**src/rtl/parallel_port_pkg.sv**
```systemverilog
// Constants and types of the parallel port service-request block.
//
// Operation
// - Status register holds a service bit and a live level bit per handshake pin.
// - Interrupt per pin: status, enable, and no DMA association on first pins; ORed.
// - Interrupt request reaches the shared C5 pin only when that function is selected.
// - DMA requests keep buffers empty or full and never overrun the controller.
// - Acknowledge drives vector: upper six bits from vector register, lower two from priority.
// - Priority picks highest enabled active source not tied to DMA.
// - Acknowledge cycles only drive the vector and change no state.
// - Without interrupt function or pending request, acknowledge is ignored, no transfer acknowledge.
// - Vector register unwritten since reset returns 0F on acknowledge.
// - Priority codes: A first 00, A second 01, B first 10, B second 11.
// - Autovectored operation supplies no vector and leaves the acknowledge pin unused.
// - Edge status flops are set by the asserted edge of their pin.
// - Status write clears resettable bits where mask is one; others unaffected.
// - Four sense bits XOR every handshake pin; reset makes low asserted.
// - General control holds pair A and pair B enables, cleared by reset.
// - Disabled pair holds its handshake controller empty.
// - Disabled pair holds simple status flops at zero.
// - Disabled pair holds interlocked or pulsed second pin negated.
// - Two read-only alternate registers return live port pin levels without side effects.
// - Mode 0 ports independent: submode 00 input, 01 output, 1X bit I/O.
// - Pair A belongs to port A control and enable; pair B likewise to port B.
// - Direction bits select read source per submode; output submode writes double-buffered.
package parallel_port_pkg;

  localparam logic [7:0] ADDR_GENERAL = 8'h00;
  localparam logic [7:0] ADDR_REQUEST = 8'h04;
  localparam logic [7:0] ADDR_VECTOR = 8'h08;
  localparam logic [7:0] ADDR_STATUS = 8'h0C;
  localparam logic [7:0] ADDR_CTRL_A = 8'h10;
  localparam logic [7:0] ADDR_CTRL_B = 8'h14;
  localparam logic [7:0] ADDR_DIR_A = 8'h18;
  localparam logic [7:0] ADDR_DIR_B = 8'h1C;
  localparam logic [7:0] ADDR_DATA_A = 8'h20;
  localparam logic [7:0] ADDR_DATA_B = 8'h24;
  localparam logic [7:0] ADDR_ALT_A = 8'h28;
  localparam logic [7:0] ADDR_ALT_B = 8'h2C;

  // General control: sense bits 3:0, pair enables 4 and 5.
  localparam int GEN_EN_A = 4;
  // Request control: interrupt function 0, vectored acknowledge 1, DMA enable 2, DMA on port B 3.
  localparam int REQ_IRQ_SEL = 0;
  localparam int REQ_ACK_SEL = 1;
  localparam int REQ_DMA_ON = 2;
  localparam int REQ_DMA_PORT = 3;
  // Port control: status control 0, first enable 1, second enable 2, second pin mode 5:3, submode 7:6.
  localparam int CTL_H1S_ALL = 0;
  localparam int CTL_IE_FIRST = 1;
  localparam int CTL_IE_SECOND = 2;
  localparam int CTL_H2_LSB = 3;
  localparam int CTL_SUB_LSB = 6;

  localparam logic [1:0] SUB_IN = 2'h0;
  localparam logic [1:0] SUB_OUT = 2'h1;
  localparam logic [2:0] H2_NEGATED = 3'h4;
  localparam logic [2:0] H2_ASSERTED = 3'h5;
  localparam logic [2:0] H2_INTERLOCK = 3'h6;
  localparam logic [2:0] H2_PULSED = 3'h7;

  localparam logic [1:0] CNT_EMPTY = 2'h0;
  localparam logic [1:0] CNT_ONE = 2'h1;
  localparam logic [1:0] CNT_FULL = 2'h2;
  localparam logic [2:0] PULSE_CYCLES = 3'h4;
  localparam logic [7:0] VECTOR_UNINIT = 8'h0F;
  localparam logic [7:0] REG_RESET = 8'h00;

  typedef struct packed {
    logic [1:0] cnt;
    logic [7:0] final_output_latch;
    logic [7:0] initial_output_latch;
    logic [7:0] final_input_latch;
    logic [7:0] iil;
    logic h1sFlag;
    logic h2sFlag;
    logic [2:0] pulseCnt;
  } portState_t;

  typedef struct packed {
    logic [7:0] data;
    logic [7:0] oe;
  } portDrive_t;

  typedef struct packed {
    logic level;
    logic oe;
  } pinDrive_t;

  typedef struct packed {
    portState_t [1:0] port;
    logic [7:0] gen;
    logic [7:0] req;
    logic [7:0] vec;
    logic vecInit;
    logic [1:0][7:0] ctrl;
    logic [1:0][7:0] dir;
    logic [3:0] hsMeta;
    logic [3:0] hsSync;
    logic [3:0] hsPrev;
    logic [1:0][7:0] pinMeta;
    logic [1:0][7:0] pinSync;
    logic ackMeta;
    logic ackSync;
    logic ackPrev;
    logic ackActive;
    logic [7:0] vecOut;
    logic dmaPending;
    logic [31:0] hrdata;
    logic wrPend;
    logic [7:0] wrAddr;
  } state_t;

  localparam state_t STATE_RESET = '0;

endpackage : parallel_port_pkg

```
**src/rtl/parallel_port_service_request.sv**
```systemverilog
// Mode 0 parallel port pair with status, sense, enables, DMA and vectored interrupt logic.
`timescale 1ns/100ps
module parallel_port_service_request
  import parallel_port_pkg::*;
(
  input wire logic mclk,
  input wire logic sys_rst,
  input wire logic hsel,
  input wire logic [31:0] haddr,
  input wire logic [1:0] htrans,
  input wire logic hwrite,
  input wire logic [2:0] hsize,
  input wire logic [31:0] hwdata,
  input wire logic hready,
  output logic hreadyout,
  output logic hresp,
  output logic [31:0] hrdata,
  input wire logic handshakeAFirst,
  input wire logic handshakeASecondIn,
  output pinDrive_t handshakeASecond,
  input wire logic handshakeBFirst,
  input wire logic handshakeBSecondIn,
  output pinDrive_t handshakeBSecond,
  input wire logic [7:0] portAIn,
  output portDrive_t portAOut,
  input wire logic [7:0] portBIn,
  output portDrive_t portBOut,
  output logic sharedC5InterruptPin,
  output logic sharedC5InterruptOe,
  output logic sharedC4DmaPin,
  output logic sharedC4DmaOe,
  input wire logic sharedC6AcknowledgePinN,
  output logic [7:0] vectorData,
  output logic vectorOe,
  output logic transferAck
);

  state_t s_q;
  state_t s_d;

  function automatic logic isEdgeInput(input logic [2:0] mode);
    isEdgeInput = ~mode[2];
  endfunction : isEdgeInput

  function automatic logic isLinked(input logic [2:0] mode);
    isLinked = (mode == H2_INTERLOCK) || (mode == H2_PULSED);
  endfunction : isLinked

  logic [3:0] asserted;
  logic [3:0] edgeSeen;
  logic [3:0] status;
  logic [3:0] resettable;
  logic [3:0] intReq;
  logic [1:0] h2Out;
  logic [1:0] h2Oe;
  logic [1:0] prioCode;
  logic irqActive;
  logic port_dma_request;
  logic addrRead;
  logic [7:0] rdAddr;
  logic [7:0] rdByte;
  logic [1:0] dataRead;
  logic [1:0] dataWrite;
  logic statusWrite;
  logic [7:0] wrByte;

  // Sense bits flip each pin so that internal logic always sees active-high assertion.
  always_comb
  begin
    asserted = s_q.hsSync ^ ~s_q.gen[3:0];
    edgeSeen = asserted & ~s_q.hsPrev;
  end

  // Status, clear mask and second pin drive per pair.
  always_comb
  begin
    status = '0;
    resettable = '0;
    h2Out = '0;
    h2Oe = '0;
    for (int p = 0; p < 2; p++)
    begin
      logic en;
      logic [1:0] sub;
      logic [2:0] h2m;
      logic ready;
      en = s_q.gen[GEN_EN_A + p];
      sub = s_q.ctrl[p][CTL_SUB_LSB +: 2];
      h2m = s_q.ctrl[p][CTL_H2_LSB +: 3];
      ready = 1'b0;
      if (sub[1])
      begin
        status[2 * p] = s_q.port[p].h1sFlag;
        resettable[2 * p] = 1'b1;
      end
      else if (sub == SUB_IN)
      begin
        status[2 * p] = s_q.port[p].cnt != CNT_EMPTY;
        ready = s_q.port[p].cnt != CNT_FULL;
      end
      else
      begin
        status[2 * p] = s_q.ctrl[p][CTL_H1S_ALL] ? (s_q.port[p].cnt == CNT_EMPTY) : (s_q.port[p].cnt != CNT_FULL);
        ready = s_q.port[p].cnt != CNT_EMPTY;
      end
      if (isEdgeInput(h2m))
      begin
        status[2 * p + 1] = s_q.port[p].h2sFlag;
        resettable[2 * p + 1] = 1'b1;
      end
      else
      begin
        h2Oe[p] = 1'b1;
        if (h2m == H2_ASSERTED)
        begin
          h2Out[p] = 1'b1;
        end
        // Linked handshakes are unavailable in bit I/O, so the pin stays negated there.
        else if (isLinked(h2m) && en && !sub[1])
        begin
          h2Out[p] = ready && !edgeSeen[2 * p] && (h2m != H2_PULSED || s_q.port[p].pulseCnt < PULSE_CYCLES);
        end
      end
    end
  end

  // DMA takes the first pin of one pair; that pin then raises no interrupt.
  always_comb
  begin
    logic assoc;
    logic sub1;
    assoc = s_q.req[REQ_DMA_PORT];
    sub1 = s_q.ctrl[assoc][CTL_SUB_LSB + 1];
    // One request per service need; the next waits until the port is accessed.
    port_dma_request = s_q.req[REQ_DMA_ON] && !sub1 && status[2 * assoc] && !s_q.dmaPending;
    for (int i = 0; i < 4; i++)
    begin
      logic ieBit;
      ieBit = s_q.ctrl[i / 2][(i % 2 == 0) ? CTL_IE_FIRST : CTL_IE_SECOND];
      intReq[i] = status[i] && ieBit;
      if (i % 2 == 0 && s_q.req[REQ_DMA_ON] && (i / 2) == int'(assoc))
      begin
        intReq[i] = 1'b0;
      end
    end
    irqActive = |intReq;
    prioCode = 2'h0;
    for (int i = 3; i >= 0; i--)
    begin
      if (intReq[i])
      begin
        prioCode = 2'(i);
      end
    end
  end

  // Bus decode; reads are served from the address phase so read data leaves a flop with no wait state.
  always_comb
  begin
    logic idx;
    logic [7:0] src;
    idx = 1'b0;
    src = REG_RESET;
    addrRead = hsel && htrans[1] && !hwrite && hready;
    rdAddr = haddr[7:0];
    wrByte = hwdata[7:0];
    dataRead[0] = addrRead && rdAddr == ADDR_DATA_A;
    dataRead[1] = addrRead && rdAddr == ADDR_DATA_B;
    dataWrite[0] = s_q.wrPend && s_q.wrAddr == ADDR_DATA_A;
    dataWrite[1] = s_q.wrPend && s_q.wrAddr == ADDR_DATA_B;
    statusWrite = s_q.wrPend && s_q.wrAddr == ADDR_STATUS;
    rdByte = REG_RESET;
    unique case (rdAddr)
      ADDR_GENERAL: rdByte = s_q.gen;
      ADDR_REQUEST: rdByte = s_q.req;
      ADDR_VECTOR: rdByte = s_q.vecInit ? s_q.vec : VECTOR_UNINIT;
      ADDR_STATUS: rdByte = {asserted, status};
      ADDR_CTRL_A: rdByte = s_q.ctrl[0];
      ADDR_CTRL_B: rdByte = s_q.ctrl[1];
      ADDR_DIR_A: rdByte = s_q.dir[0];
      ADDR_DIR_B: rdByte = s_q.dir[1];
      ADDR_ALT_A: rdByte = s_q.pinSync[0];
      ADDR_ALT_B: rdByte = s_q.pinSync[1];
      ADDR_DATA_A, ADDR_DATA_B:
      begin
        idx = rdAddr == ADDR_DATA_B;
        src = (s_q.ctrl[idx][CTL_SUB_LSB +: 2] == SUB_IN) ? s_q.port[idx].final_input_latch : s_q.pinSync[idx];
        rdByte = (s_q.dir[idx] & s_q.port[idx].final_output_latch) | (~s_q.dir[idx] & src);
      end
      default: rdByte = REG_RESET;
    endcase
  end

  always_comb
  begin
    s_d = s_q;
    s_d.hsMeta = {handshakeBSecondIn, handshakeBFirst, handshakeASecondIn, handshakeAFirst};
    s_d.hsSync = s_q.hsMeta;
    s_d.hsPrev = asserted;
    s_d.pinMeta[0] = portAIn;
    s_d.pinMeta[1] = portBIn;
    s_d.pinSync = s_q.pinMeta;
    s_d.ackMeta = sharedC6AcknowledgePinN;
    s_d.ackSync = s_q.ackMeta;
    s_d.ackPrev = ~s_q.ackSync;
    s_d.wrPend = hsel && htrans[1] && hwrite && hready;
    s_d.wrAddr = haddr[7:0];
    if (addrRead)
    begin
      s_d.hrdata = {24'h000000, rdByte};
    end

    if (s_q.wrPend)
    begin
      unique case (s_q.wrAddr)
        ADDR_GENERAL: s_d.gen = wrByte;
        ADDR_REQUEST: s_d.req = wrByte;
        ADDR_VECTOR:
        begin
          s_d.vec = wrByte;
          s_d.vecInit = 1'b1;
        end
        ADDR_CTRL_A: s_d.ctrl[0] = wrByte;
        ADDR_CTRL_B: s_d.ctrl[1] = wrByte;
        ADDR_DIR_A: s_d.dir[0] = wrByte;
        ADDR_DIR_B: s_d.dir[1] = wrByte;
        default: s_d.req = s_d.req;
      endcase
    end

    for (int p = 0; p < 2; p++)
    begin
      logic en;
      logic [1:0] sub;
      logic [2:0] h2m;
      logic [3:0] mask;
      en = s_q.gen[GEN_EN_A + p];
      sub = s_q.ctrl[p][CTL_SUB_LSB +: 2];
      h2m = s_q.ctrl[p][CTL_H2_LSB +: 3];
      mask = statusWrite ? wrByte[3:0] : 4'h0;
      // Clear first so that an edge in the same cycle wins over the clear.
      if (mask[2 * p] && resettable[2 * p])
      begin
        s_d.port[p].h1sFlag = 1'b0;
      end
      if (mask[2 * p + 1] && resettable[2 * p + 1])
      begin
        s_d.port[p].h2sFlag = 1'b0;
      end
      if (sub[1] && edgeSeen[2 * p])
      begin
        s_d.port[p].h1sFlag = 1'b1;
      end
      if (isEdgeInput(h2m) && edgeSeen[2 * p + 1])
      begin
        s_d.port[p].h2sFlag = 1'b1;
      end
      if (h2Out[p] && isLinked(h2m))
      begin
        if (s_q.port[p].pulseCnt < PULSE_CYCLES)
        begin
          s_d.port[p].pulseCnt = s_q.port[p].pulseCnt + 3'h1;
        end
      end
      else if (!(h2m == H2_PULSED && s_q.port[p].pulseCnt == PULSE_CYCLES && s_q.port[p].cnt != CNT_EMPTY
                 && s_q.port[p].cnt != CNT_FULL && !edgeSeen[2 * p]))
      begin
        s_d.port[p].pulseCnt = 3'h0;
      end

      // Writes outside output submode land in the output latch, single-buffered.
      if (dataWrite[p] && sub != SUB_OUT)
      begin
        s_d.port[p].final_output_latch = wrByte;
      end
      if (sub == SUB_IN)
      begin
        if (dataRead[p])
        begin
          if (s_d.port[p].cnt == CNT_FULL)
          begin
            s_d.port[p].final_input_latch = s_q.port[p].iil;
            s_d.port[p].cnt = CNT_ONE;
          end
          else
          begin
            s_d.port[p].cnt = CNT_EMPTY;
          end
        end
        // Edges while both latches are full are ignored.
        if (en && edgeSeen[2 * p] && s_q.port[p].cnt != CNT_FULL)
        begin
          if (s_d.port[p].cnt == CNT_EMPTY)
          begin
            s_d.port[p].final_input_latch = s_q.pinSync[p];
            s_d.port[p].cnt = CNT_ONE;
          end
          else
          begin
            s_d.port[p].iil = s_q.pinSync[p];
            s_d.port[p].cnt = CNT_FULL;
          end
        end
      end
      else if (sub == SUB_OUT)
      begin
        if (en && edgeSeen[2 * p] && s_q.port[p].cnt != CNT_EMPTY)
        begin
          if (s_q.port[p].cnt == CNT_FULL)
          begin
            s_d.port[p].final_output_latch = s_q.port[p].initial_output_latch;
            s_d.port[p].cnt = CNT_ONE;
          end
          else
          begin
            s_d.port[p].cnt = CNT_EMPTY;
          end
        end
        if (dataWrite[p])
        begin
          if (s_d.port[p].cnt == CNT_EMPTY)
          begin
            s_d.port[p].final_output_latch = wrByte;
            s_d.port[p].cnt = CNT_ONE;
          end
          else if (s_d.port[p].cnt == CNT_ONE)
          begin
            s_d.port[p].initial_output_latch = wrByte;
            s_d.port[p].cnt = CNT_FULL;
          end
        end
      end
      else
      begin
        s_d.port[p].cnt = CNT_EMPTY;
      end
      if (!en)
      begin
        s_d.port[p].cnt = CNT_EMPTY;
        s_d.port[p].h1sFlag = 1'b0;
        s_d.port[p].h2sFlag = 1'b0;
        s_d.port[p].pulseCnt = 3'h0;
      end
    end

    if (port_dma_request)
    begin
      s_d.dmaPending = 1'b1;
    end
    else if ((dataRead[s_q.req[REQ_DMA_PORT]] || dataWrite[s_q.req[REQ_DMA_PORT]]) || !s_q.req[REQ_DMA_ON])
    begin
      s_d.dmaPending = 1'b0;
    end

    // The acknowledge touches only the vector output path, never the port state above.
    if (!s_q.ackSync && !s_q.ackPrev)
    begin
      if (s_q.req[REQ_ACK_SEL] && s_q.req[REQ_IRQ_SEL] && irqActive)
      begin
        s_d.ackActive = 1'b1;
        s_d.vecOut = s_q.vecInit ? {s_q.vec[7:2], prioCode} : VECTOR_UNINIT;
      end
    end
    else if (s_q.ackSync)
    begin
      s_d.ackActive = 1'b0;
    end
  end

  always_ff @(posedge mclk)
  begin
    if (sys_rst)
    begin
      s_q <= STATE_RESET;
    end
    else
    begin
      s_q <= s_d;
    end
  end

  always_comb
  begin
    hreadyout = 1'b1;
    hresp = 1'b0;
    hrdata = s_q.hrdata;
    handshakeASecond.level = h2Out[0] ^ ~s_q.gen[1];
    handshakeASecond.oe = h2Oe[0];
    handshakeBSecond.level = h2Out[1] ^ ~s_q.gen[3];
    handshakeBSecond.oe = h2Oe[1];
    portAOut.data = s_q.port[0].final_output_latch;
    portAOut.oe = s_q.dir[0];
    portBOut.data = s_q.port[1].final_output_latch;
    portBOut.oe = s_q.dir[1];
    sharedC5InterruptPin = irqActive && s_q.req[REQ_IRQ_SEL];
    sharedC5InterruptOe = s_q.req[REQ_IRQ_SEL];
    sharedC4DmaPin = port_dma_request;
    sharedC4DmaOe = s_q.req[REQ_DMA_ON];
    vectorData = s_q.vecOut;
    vectorOe = s_q.ackActive;
    transferAck = s_q.ackActive;
  end

  logic [2:0] unusedSize;
  assign unusedSize = hsize;

endmodule : parallel_port_service_request

```
**config.mk**
```make
export PLATFORM = sky130hd
export DESIGN_NAME = parallel_port_service_request
export DESIGN_NICKNAME = d
export VERILOG_FILES = /design/src/rtl/parallel_port_pkg.sv /design/src/rtl/parallel_port_service_request.sv
export SDC_FILE = /design/constraint.sdc
export NUM_CORES = 1
export LEC_CHECK = 0
export BUFFER_PORTS_ARGS = -buffer_cell sky130_fd_sc_hd__buf_2
export CAP_MARGIN = 40
export CORE_MARGIN = 5
export CORE_UTILIZATION = 42
export CTS_CLUSTER_SIZE = 30
export DETAILED_ROUTE_END_ITERATION = 8
export SYNTH_ARGS = -nofsm -noshare
export SYNTH_HDL_FRONTEND = slang
export SYNTH_SLANG_ARGS = --single-unit
export TNS_END_PERCENT = 10
```
**constraint.sdc**
```tcl
create_clock -name mclk -period 2.28 [get_ports mclk]
set_input_delay 0.456 -clock mclk [delete_from_list [all_inputs] [get_ports mclk]]
set_output_delay 0.456 -clock mclk [all_outputs]
set_load 0.03 [all_outputs]
```
; Word-level counts from Yosys, hierarchy flattened
; Cells that the tools add are included.
[totals]
reg_bits = 209
word_cells = 347
[classes]
n_addsub = 2
magnitude_cmp = 5
n_eq_ne = 45
n_mux = 120
bitwise = 24
n_reduce_logical = 111
[op_table]
columns = cell, count
row1 = two-way mux 8 bit, 29
row2 = two-way mux 16 bit, 6
row3 = one-hot mux 8 bit (11 select lines), 1
row4 = two-way mux 37 bit, 2
row5 = equality test 8 x 5 -> 1 bit (second input constant), 8
row6 = two-way mux 10 bit, 6
row7 = logical AND 1 bit, 57
row8 = equality test 8 x 6 -> 1 bit (second input constant), 6
row9 = two-way mux 1 bit, 46
row10 = two-way mux 2 bit, 20
row11 = two-way mux 18 bit, 2
row12 = equality test 8 x 4 -> 1 bit (second input constant), 4
row13 = equality test 3 bit (second input constant), 8
row14 = AND reduction 2 bit, 11
row15 = zero test 2 bit, 9
row16 = two-way mux 3 bit, 6
row17 = AND 8 bit, 2
row18 = equality test 8 x 3 -> 1 bit (second input constant), 2
row19 = zero test 8 bit, 2
row20 = nonzero test 2 bit, 8
row21 = NOT 1 bit, 14
row22 = zero test 1 bit, 10
row23 = inequality test 2 x 1 -> 1 bit (second input constant), 5
row24 = AND reduction 5 bit, 2
row25 = 20 further kinds, 41

; Logic depth before layout (Yosys ltp)
; Gate-level depths: netlist of run 1.
[depth]
word_depth = 14
ltp_mapped = 10
ltp_nobuf = 8

; Worst setup path after synthesis of run 1
; No wires, ideal clock.
[synth_timing]
kind = register -> output
start = register s_q[120] in the netlist's numbering
end = output sharedC4DmaPin
t_arrival_ns = 2.007
required_time_ns = 1.824
path_slack_ns = -0.183
path_stages_with_launch = 7
path_buffers = 2
path_cell_list = dfxtp_1 -> clkbuf_1 -> clkbuf_1 -> nor3_1 -> a2111oi_0 -> a31oi_1 -> nor3_1
[synth_between]
elab_chain_cells = 7
[synth_lines]
columns = element, line_no
row1 = from (decl), parallel_port_service_request.sv:38  ; state_t s_q;
row2 = from (signal assigned), parallel_port_service_request.sv:374  ; s_q <= STATE_RESET;
row3 = from (signal assigned), parallel_port_service_request.sv:378  ; s_q <= s_d;
row4 = zero test 2 bit, parallel_port_service_request.sv:96  ; else if (sub == SUB_IN)
row5 = two-way mux 1 bit, parallel_port_service_request.sv:96
row6 = two-way mux 1 bit, parallel_port_service_request.sv:91  ; if (sub[1])
row7 = two-way mux 1 bit (not written as such) (2 in series), parallel_port_service_request.sv:135  ; port_dma_request = s_q.req[REQ_DMA_ON] && !sub1 && status[2 * assoc] && !s_q.dmaPending;
row8 = logical AND 1 bit (2 in series), parallel_port_service_request.sv:135
row9 = to (decl), parallel_port_service_request.sv:30  ; output logic sharedC4DmaPin,
; No other way between the ends. The select of a mux whose other input is x is not followed.

==> impl_metrics.csv, run 1 <==
group,metric,value,unit
run_status,status,"finished with violations",
run_status,violations,"setup timing",
global_routing,grt_max_degree,54,
drt,wl,34000,µm
pwr,irDropWorstVdd,0.545,mV
floorplan,die_h,168,µm
worst_setup_path,cp-end-kind,"output pin",
global_routing,first_global_vias,8731,
timing,fmax,385,MHz
synthesis,synth-xor-area-share,0.00838,
worst_setup_path,cp.required,1.82,ns
drt,ant_nets,0,
worst_setup_path,arrival,2.14,ns
synthesis,synthAdderAreaFrac,0.00838,
synthesis,synth.mux.area_fraction,0.0866,
place,gp_congestion,0.935,
synthesis,synthFlopType,"dfxtp_1",
synthesis,synth_cells,1195,
final_layout,fillers,2412,
final_layout,fin_cells,1634,
clock_network,cts_buffers,25,
timing,finalWorstSetupSlack,-0.318,ns
worst_setup_path,startpoint_type,"flip-flop",
clock_network,root_buffer,"clkbuf_16",
floorplan,core-area,0.0244,mm²
synthesis,synth_seq_cells,209,
clock_network,clkSlewWorstSetupHoldPaths,0.06,ns
final_layout,area_growth,19.2,%
flow_run,max_cap_violations,0,
global_routing,antenna_found_initial,0,
clock_network,cts-htree-levels,1,
clock_network,cts.sinks,209,
worst_setup_path,crit_type,"flip-flop to output pin",
place,hpwl,24700,µm
clock_network,clock_path_buffers,3,
pwr,power_density,696,mW/mm²
synthesis,ys_seq_area_frac,0.400,
drt,vias_per_cell,5.64,
synthesis,synth_top_family_by_area,"simple AND/OR/NAND/NOR gates",
place,dp_cells,1580,
pwr,leakagePower,0.00502,µW
timing,tightestPinTransition,0.661,ns
worst_setup_path,rr_worst_depth,14,
drt,drcViolationCount,0,
timing,slew_headroom,0.559,
timing,rsz0062_at_grt,"true",
floorplan,fp-row-count,57,
clock_network,insertion_delay,0.53,ns
floorplan,io_pins,179,
worst_setup_path,crit_end,"sharedC5InterruptPin",
worst_setup_path,r2r-end,"vectorData[1]$_SDFFE_PP0P_",
final_layout,final_core_util,0.511,
final_layout,final_nets,1393,
floorplan,start_util,0.429,
timing,min_period_over_period,1.14,
clock_network,cts_tree,"done",
floorplan,die_x,168,µm
synthesis,synth_cell_type_count,82,
worst_setup_path,rrSetupSlack,-0.24,ns
synthesis,syn_avg_cell_area,8.75,µm²
final_layout,drive_gt1_frac,0.227,
hold_path,hold_class,"input pin to flip-flop",
synthesis,yosys_warnings,0,
drt,firstDrtPassIters,7,
timing,setup_viol,5,
synthesis,synth_compound_area_frac,0.192,
drt,drt-wirelength-per-cell,20.8,µm
timing,whs,0.135,ns
timing,slew_viol_final,0,
synthesis,syn_area,0.0105,mm²
worst_setup_path,cp_max_fo,2,
global_routing,grt_first_pass_wirelength,51800,µm
timing,timing.final.hold_violations,0,
floorplan,die_area,0.0282,mm²
synthesis,synthArstFlopShare,0,
clock_network,postCtsHoldBufs,0,
drt,vias,9208,
place,io_buffers,100,
global_routing,track_usage,0.233,
drt,dr.first_iter.drc_count,1056,
final_layout,antenna_cells,0,
global_routing,grt_overflow,0,
timing,period_needed,2.60,ns
synthesis,synth_simple_gate_area_frac,0.204,
synthesis,synth_edf_count,0,
timing,fin_worst_skew,0.0243,ns
## worst min-delay path by stage
stage                            start                  to  slack, ns  cells after the start
global route                portAIn[1]  s_d[55]$_SDFF_PP0_       0.12                      2
detailed placement  s_d[56]$_SDFF_PP0_  s_q[56]$_SDFF_PP0_       0.42                      1
global placement    s_q[52]$_SDFF_PP0_  s_q[51]$_SDFF_PP0_       0.42                      1
CTS                         portAIn[1]  s_d[55]$_SDFF_PP0_       0.12                      2
finish                      portBIn[0]  s_d[62]$_SDFF_PP0_       0.13                      2
floorplan           s_q[52]$_SDFF_PP0_  s_q[51]$_SDFF_PP0_       0.40                      1
## metal layers
layer,up-vias,wire [µm],track usage,share of wire
met5,-,0,0,0
met2,341,15200,0.365,0.45
li1,4370,-,-,-
met1,4425,15300,0.329,0.45
met4,0,1170,0.0787,0.035
met3,72,2290,0.0354,0.067
## what timing repair did
item / CTS / global route
pin swaps: 6 / 1
gates cloned: 0 / 0
resized for setup: 23 / 8
setup buffers: 8 / 0
setup endpoints to repair: 4 / 5
## Yosys cell counts (12+ instances only)
master,number,share of area
o21a_1,23,0.017
clkbuf_1,54,0.019
nor3_1,16,0.0077
dfxtp_1,209,0.40
nand2_1,59,0.021
o21ai_0,40,0.019
nand3_1,51,0.024
buf_2,20,0.0096
nor2b_1,66,0.039
a21oi_1,60,0.029
inv_1,35,0.013
o22ai_1,12,0.0072
mux2_2,12,0.013
nor2_1,124,0.045
mux2i_1,77,0.074
nand2b_1,15,0.0090
buf_4,78,0.056
a22oi_1,22,0.016
a211oi_1,16,0.011
o211ai_1,12,0.0086
a221oi_1,14,0.012
## layout by cell type (no fill, tap or decap), types with 16 or more instances in the layout
master	synthesis	routed
a211oi_1	16	16
a21oi_1	60	60
a22oi_1	22	22
buf_2	20	95
buf_4	78	97
clkbuf_16	0	25
conb_1	2	26
dfxtp_1	209	202
inv_1	35	35
mux2i_1	77	77
nand2_1	59	59
nand3_1	51	51
nor2_1	124	123
nor2b_1	66	66
o21a_1	23	23
o21ai_0	40	38
## worst max-delay path, cell delays in order, from the launching register on
cell and delay [ns]:
dfxtp_2 0.35, mux2_4 0.33, buf_6 0.12, a221o_1 0.38, nor2_2 0.14, o31a_1 0.17
buf_6 0.14
## state kept, by name (all words and copies together) (netlist names), 8 cells and up, named ones only
register,cells
s_d,21
portBOut,16
vectorData,8
hrdata,8
s_q,135
portAOut,16
## stage by stage
stage / instance area, µm² / setup slack [ns] / setup TNS (ns) / total power [µW]
global route: 12500 / -0.382 / -1.51 / 8960
detailed placement: 11300 / 0.0536 / 0 / 4250
CTS: 12400 / -0.299 / -1.03 / 8750
finish: 12500 / -0.318 / -1.00 / 8680
floorplan: 10600 / -0.00852 / -0.0139 / 4110
global placement: 11300 / 0.0592 / 0 / 4250
## logic make-up (layout without fill, tap and decap cells)
kind of cell / after synthesis / in the layout
mux: 89 / 89
other cells: 2 / 26
xor+xnor: 10 / 10
fa+ha+maj: 7 / 7
flops: 209 / 209
simple gates: 400 / 400
compound gates: 286 / 286
buf+inv: 192 / 283
## final cells by class
| type | count | area, µm² | share of cell area |
|---|---|---|---|
| inverter | 35 | 131 | 0.0105 |
| clock buffer | 27 | 643 | 0.0516 |
| clock inverter | 19 | 303 | 0.0243 |
| tap | 324 | 405 | 0.0325 |
| multi-input combinational | 818 | 5410 | 0.434 |
| timing repair buffer | 202 | 1370 | 0.110 |
| sequential | 209 | 4200 | 0.337 |
## power breakdown
| part | switching (µW) | internal [µW] |
|---|---|---|
| clock | 1640 | 2850 |
| sequential | 37.8 | 3700 |
| combinational | 313 | 131 |
Note: power is estimated with default switching activity, not from simulation.
==> run 2: changes to the inputs <==
Settings changed: CORE_ASPECT_RATIO set to 1.1, TNS_END_PERCENT 10 to 100.
==> run 2 against run 1 <==
Net effect:
- the flow still finishes with violations (setup timing)
- clock skew down 0.0029 ns
- core utilization is 0.61 points lower
- clock power down 15%
- flip-flop and latch count did not move
- critical path depth stayed put
- setup slack improved by 0.031 ns
- register-to-register slack improved by 0.33 ns
- combinational power hardly changed
- largest power group unchanged
==> impl_metrics.csv, run 2 (synthesis gave the netlist of run 1 again) <==
group,metric,value,unit
pwr,power_density,648,mW/mm²
final_layout,area_growth,18.1,%
run_status,violations,"setup timing",
worst_setup_path,crit_chain,"mux2_4 > buf_4 > a221o_1 > nor2_2 > o31a_1 > buf_6",
run_status,status,"finished with violations",
pwr,swShare,0.236,
drt,vias,9175,
worst_setup_path,rr_startpoint,"s_q[8]$_SDFF_PP0_",
drt,ant_nets,0,
floorplan,fp-row-count,60,
place,hpwl,24900,µm
pwr,p_int,6120,µW
pwr,clkPwrFrac,0.477,
clock_network,cts_tree,"done",
timing,slew_viol_final,0,
clock_network,postCtsHoldBufs,0,
clock_network,cts.sinks,209,
timing,fmax,390,MHz
timing,min_period_over_period,1.13,
global_routing,first_global_vias,8853,
floorplan,io_pins,179,
timing,rsz0062_at_grt,"true",
pwr,irDropWorstVdd,0.472,mV
worst_setup_path,cp_slowest_stage_delay,0.36,ns
final_layout,final_nets,1393,
timing,tightestPinTransition,0.631,ns
drt,wl,34000,µm
timing,setup_viol,3,
pwr,p_seq_frac,0.467,
hold_path,min-delay-start,"portAIn[5]",
floorplan,die_x,160,µm
worst_setup_path,arrival,2.11,ns
hold_path,hold_class,"input pin to flip-flop",
floorplan,die_area,0.0282,mm²
pwr,p_switching,1890,µW
place,io_buffers,100,
drt,dr.first_iter.drc_count,762,
worst_setup_path,cp_max_fo,2,
final_layout,layout_common_cells,"dfxtp_1, nor2_1, buf_4",
timing,slew_headroom,0.579,
worst_setup_path,cp_slowest_cell,"a221o_1",
final_layout,final_common_cell,"dfxtp_1",
worst_setup_path,crit_type,"flip-flop to output pin",
clock_network,cts_buffers,24,
global_routing,grt_first_pass_wirelength,52000,µm
drt,drcViolationCount,0,
timing,timing.final.hold_violations,0,
final_layout,largest_reg_flops,135,
floorplan,core-area,0.0245,mm²
drt,drt-wirelength-per-cell,21.1,µm
floorplan,die_h,175,µm
final_layout,final_core_util,0.505,
final_layout,drive_gt1_frac,0.231,
timing,period_needed,2.57,ns
global_routing,track_usage,0.233,
global_routing,grt_overflow,0,
worst_setup_path,cp.required,1.82,ns
clock_network,clkSlewWorstSetupHoldPaths,0.06,ns
global_routing,grt_max_degree,54,
flow_run,max_cap_violations,0,
global_routing,antenna_found_initial,0,
timing,fin_worst_skew,0.0214,ns
place,gp_congestion,0.957,
drt,vias_per_cell,5.68,
drt,firstDrtPassIters,5,
floorplan,start_util,0.427,
clock_network,root_buffer,"clkbuf_16",
timing,finalWorstSetupSlack,-0.286,ns
final_layout,antenna_cells,0,
pwr,leakagePower,0.00497,µW
clock_network,clock_path_buffers,3,
timing,tns,-0.616,ns
clock_network,insertion_delay,0.53,ns
clock_network,cts-htree-levels,1,
final_layout,largest_register,"s_q",
worst_setup_path,startpoint_type,"flip-flop",
worst_setup_path,cp-end-kind,"output pin",
pwr,comb_power_share,0.056,
## run 2: timing repair
item	CTS	global route
gates cloned	0	0
resized for setup	40	13
buffers inserted	6	3
pin swaps	12	9
setup endpoints to repair	4	7
## run 2: final cells by class
class,count,area [µm²]
tap,310,388
multi-input combinational,818,5480
sequential,209,4210
inverter,35,131
fill,2407,12100
clock buffer,34,678
clock inverter,7,96.3
timing repair buffer,203,1370
## run 2: worst paths after layout
| path | endpoint | slack [ns] | cells after the start |
|---|---|---|---|
| min reg2reg | s_q[52]$_SDFF_PP0_ | 0.43 | 1 |
| max reg2reg | s_q[197]$_SDFFE_PP0P_ | 0.09 | 5 |
| min | s_d[59]$_SDFF_PP0_ | 0.14 | 2 |
| max | sharedC5InterruptPin | -0.29 | 6 |
## run 2: power groups by stage
stage	clock network, µW	logic (µW)	registers [µW]
4_1_cts	3880	440	3730
3_3_place_gp	0	438	3820
3_5_place_dp	0	439	3820
2_1_floorplan	0	308	3800
6_report	3820	447	3730
5_1_grt	4050	475	3740
## run 2: through the flow
step	area (µm²)	power [µW]	std cells	hold slack, ns	worst slack, ns
detailed placement	11300	4260	1566	0.423	0.0452
global route	12400	8260	1616	0.137	-0.367
global placement	11300	4260	1566	0.416	0.0554
finish	12400	8000	1616	0.136	-0.286
floorplan	10600	4110	1219	0.398	0.0481
CTS	12300	8060	1613	0.124	-0.293
## run 2: critical path: cells and delay by family (launching register included)
kind,cells,cell delay (ns)
buffers and inverters,2,0.28
AOI/OAI and AO/OA,2,0.52
DFF,1,0.35
muxes,1,0.33
and+or+nand+nor,1,0.13
## run 2: routing by layer
layer,vias to the layer above,global-route usage,routed length (µm)
li1,4360,-,-
met1,4473,0.307,14800
met2,285,0.390,16100
met3,57,0.0368,1990
met4,0,0.0803,1120
met5,-,0,0
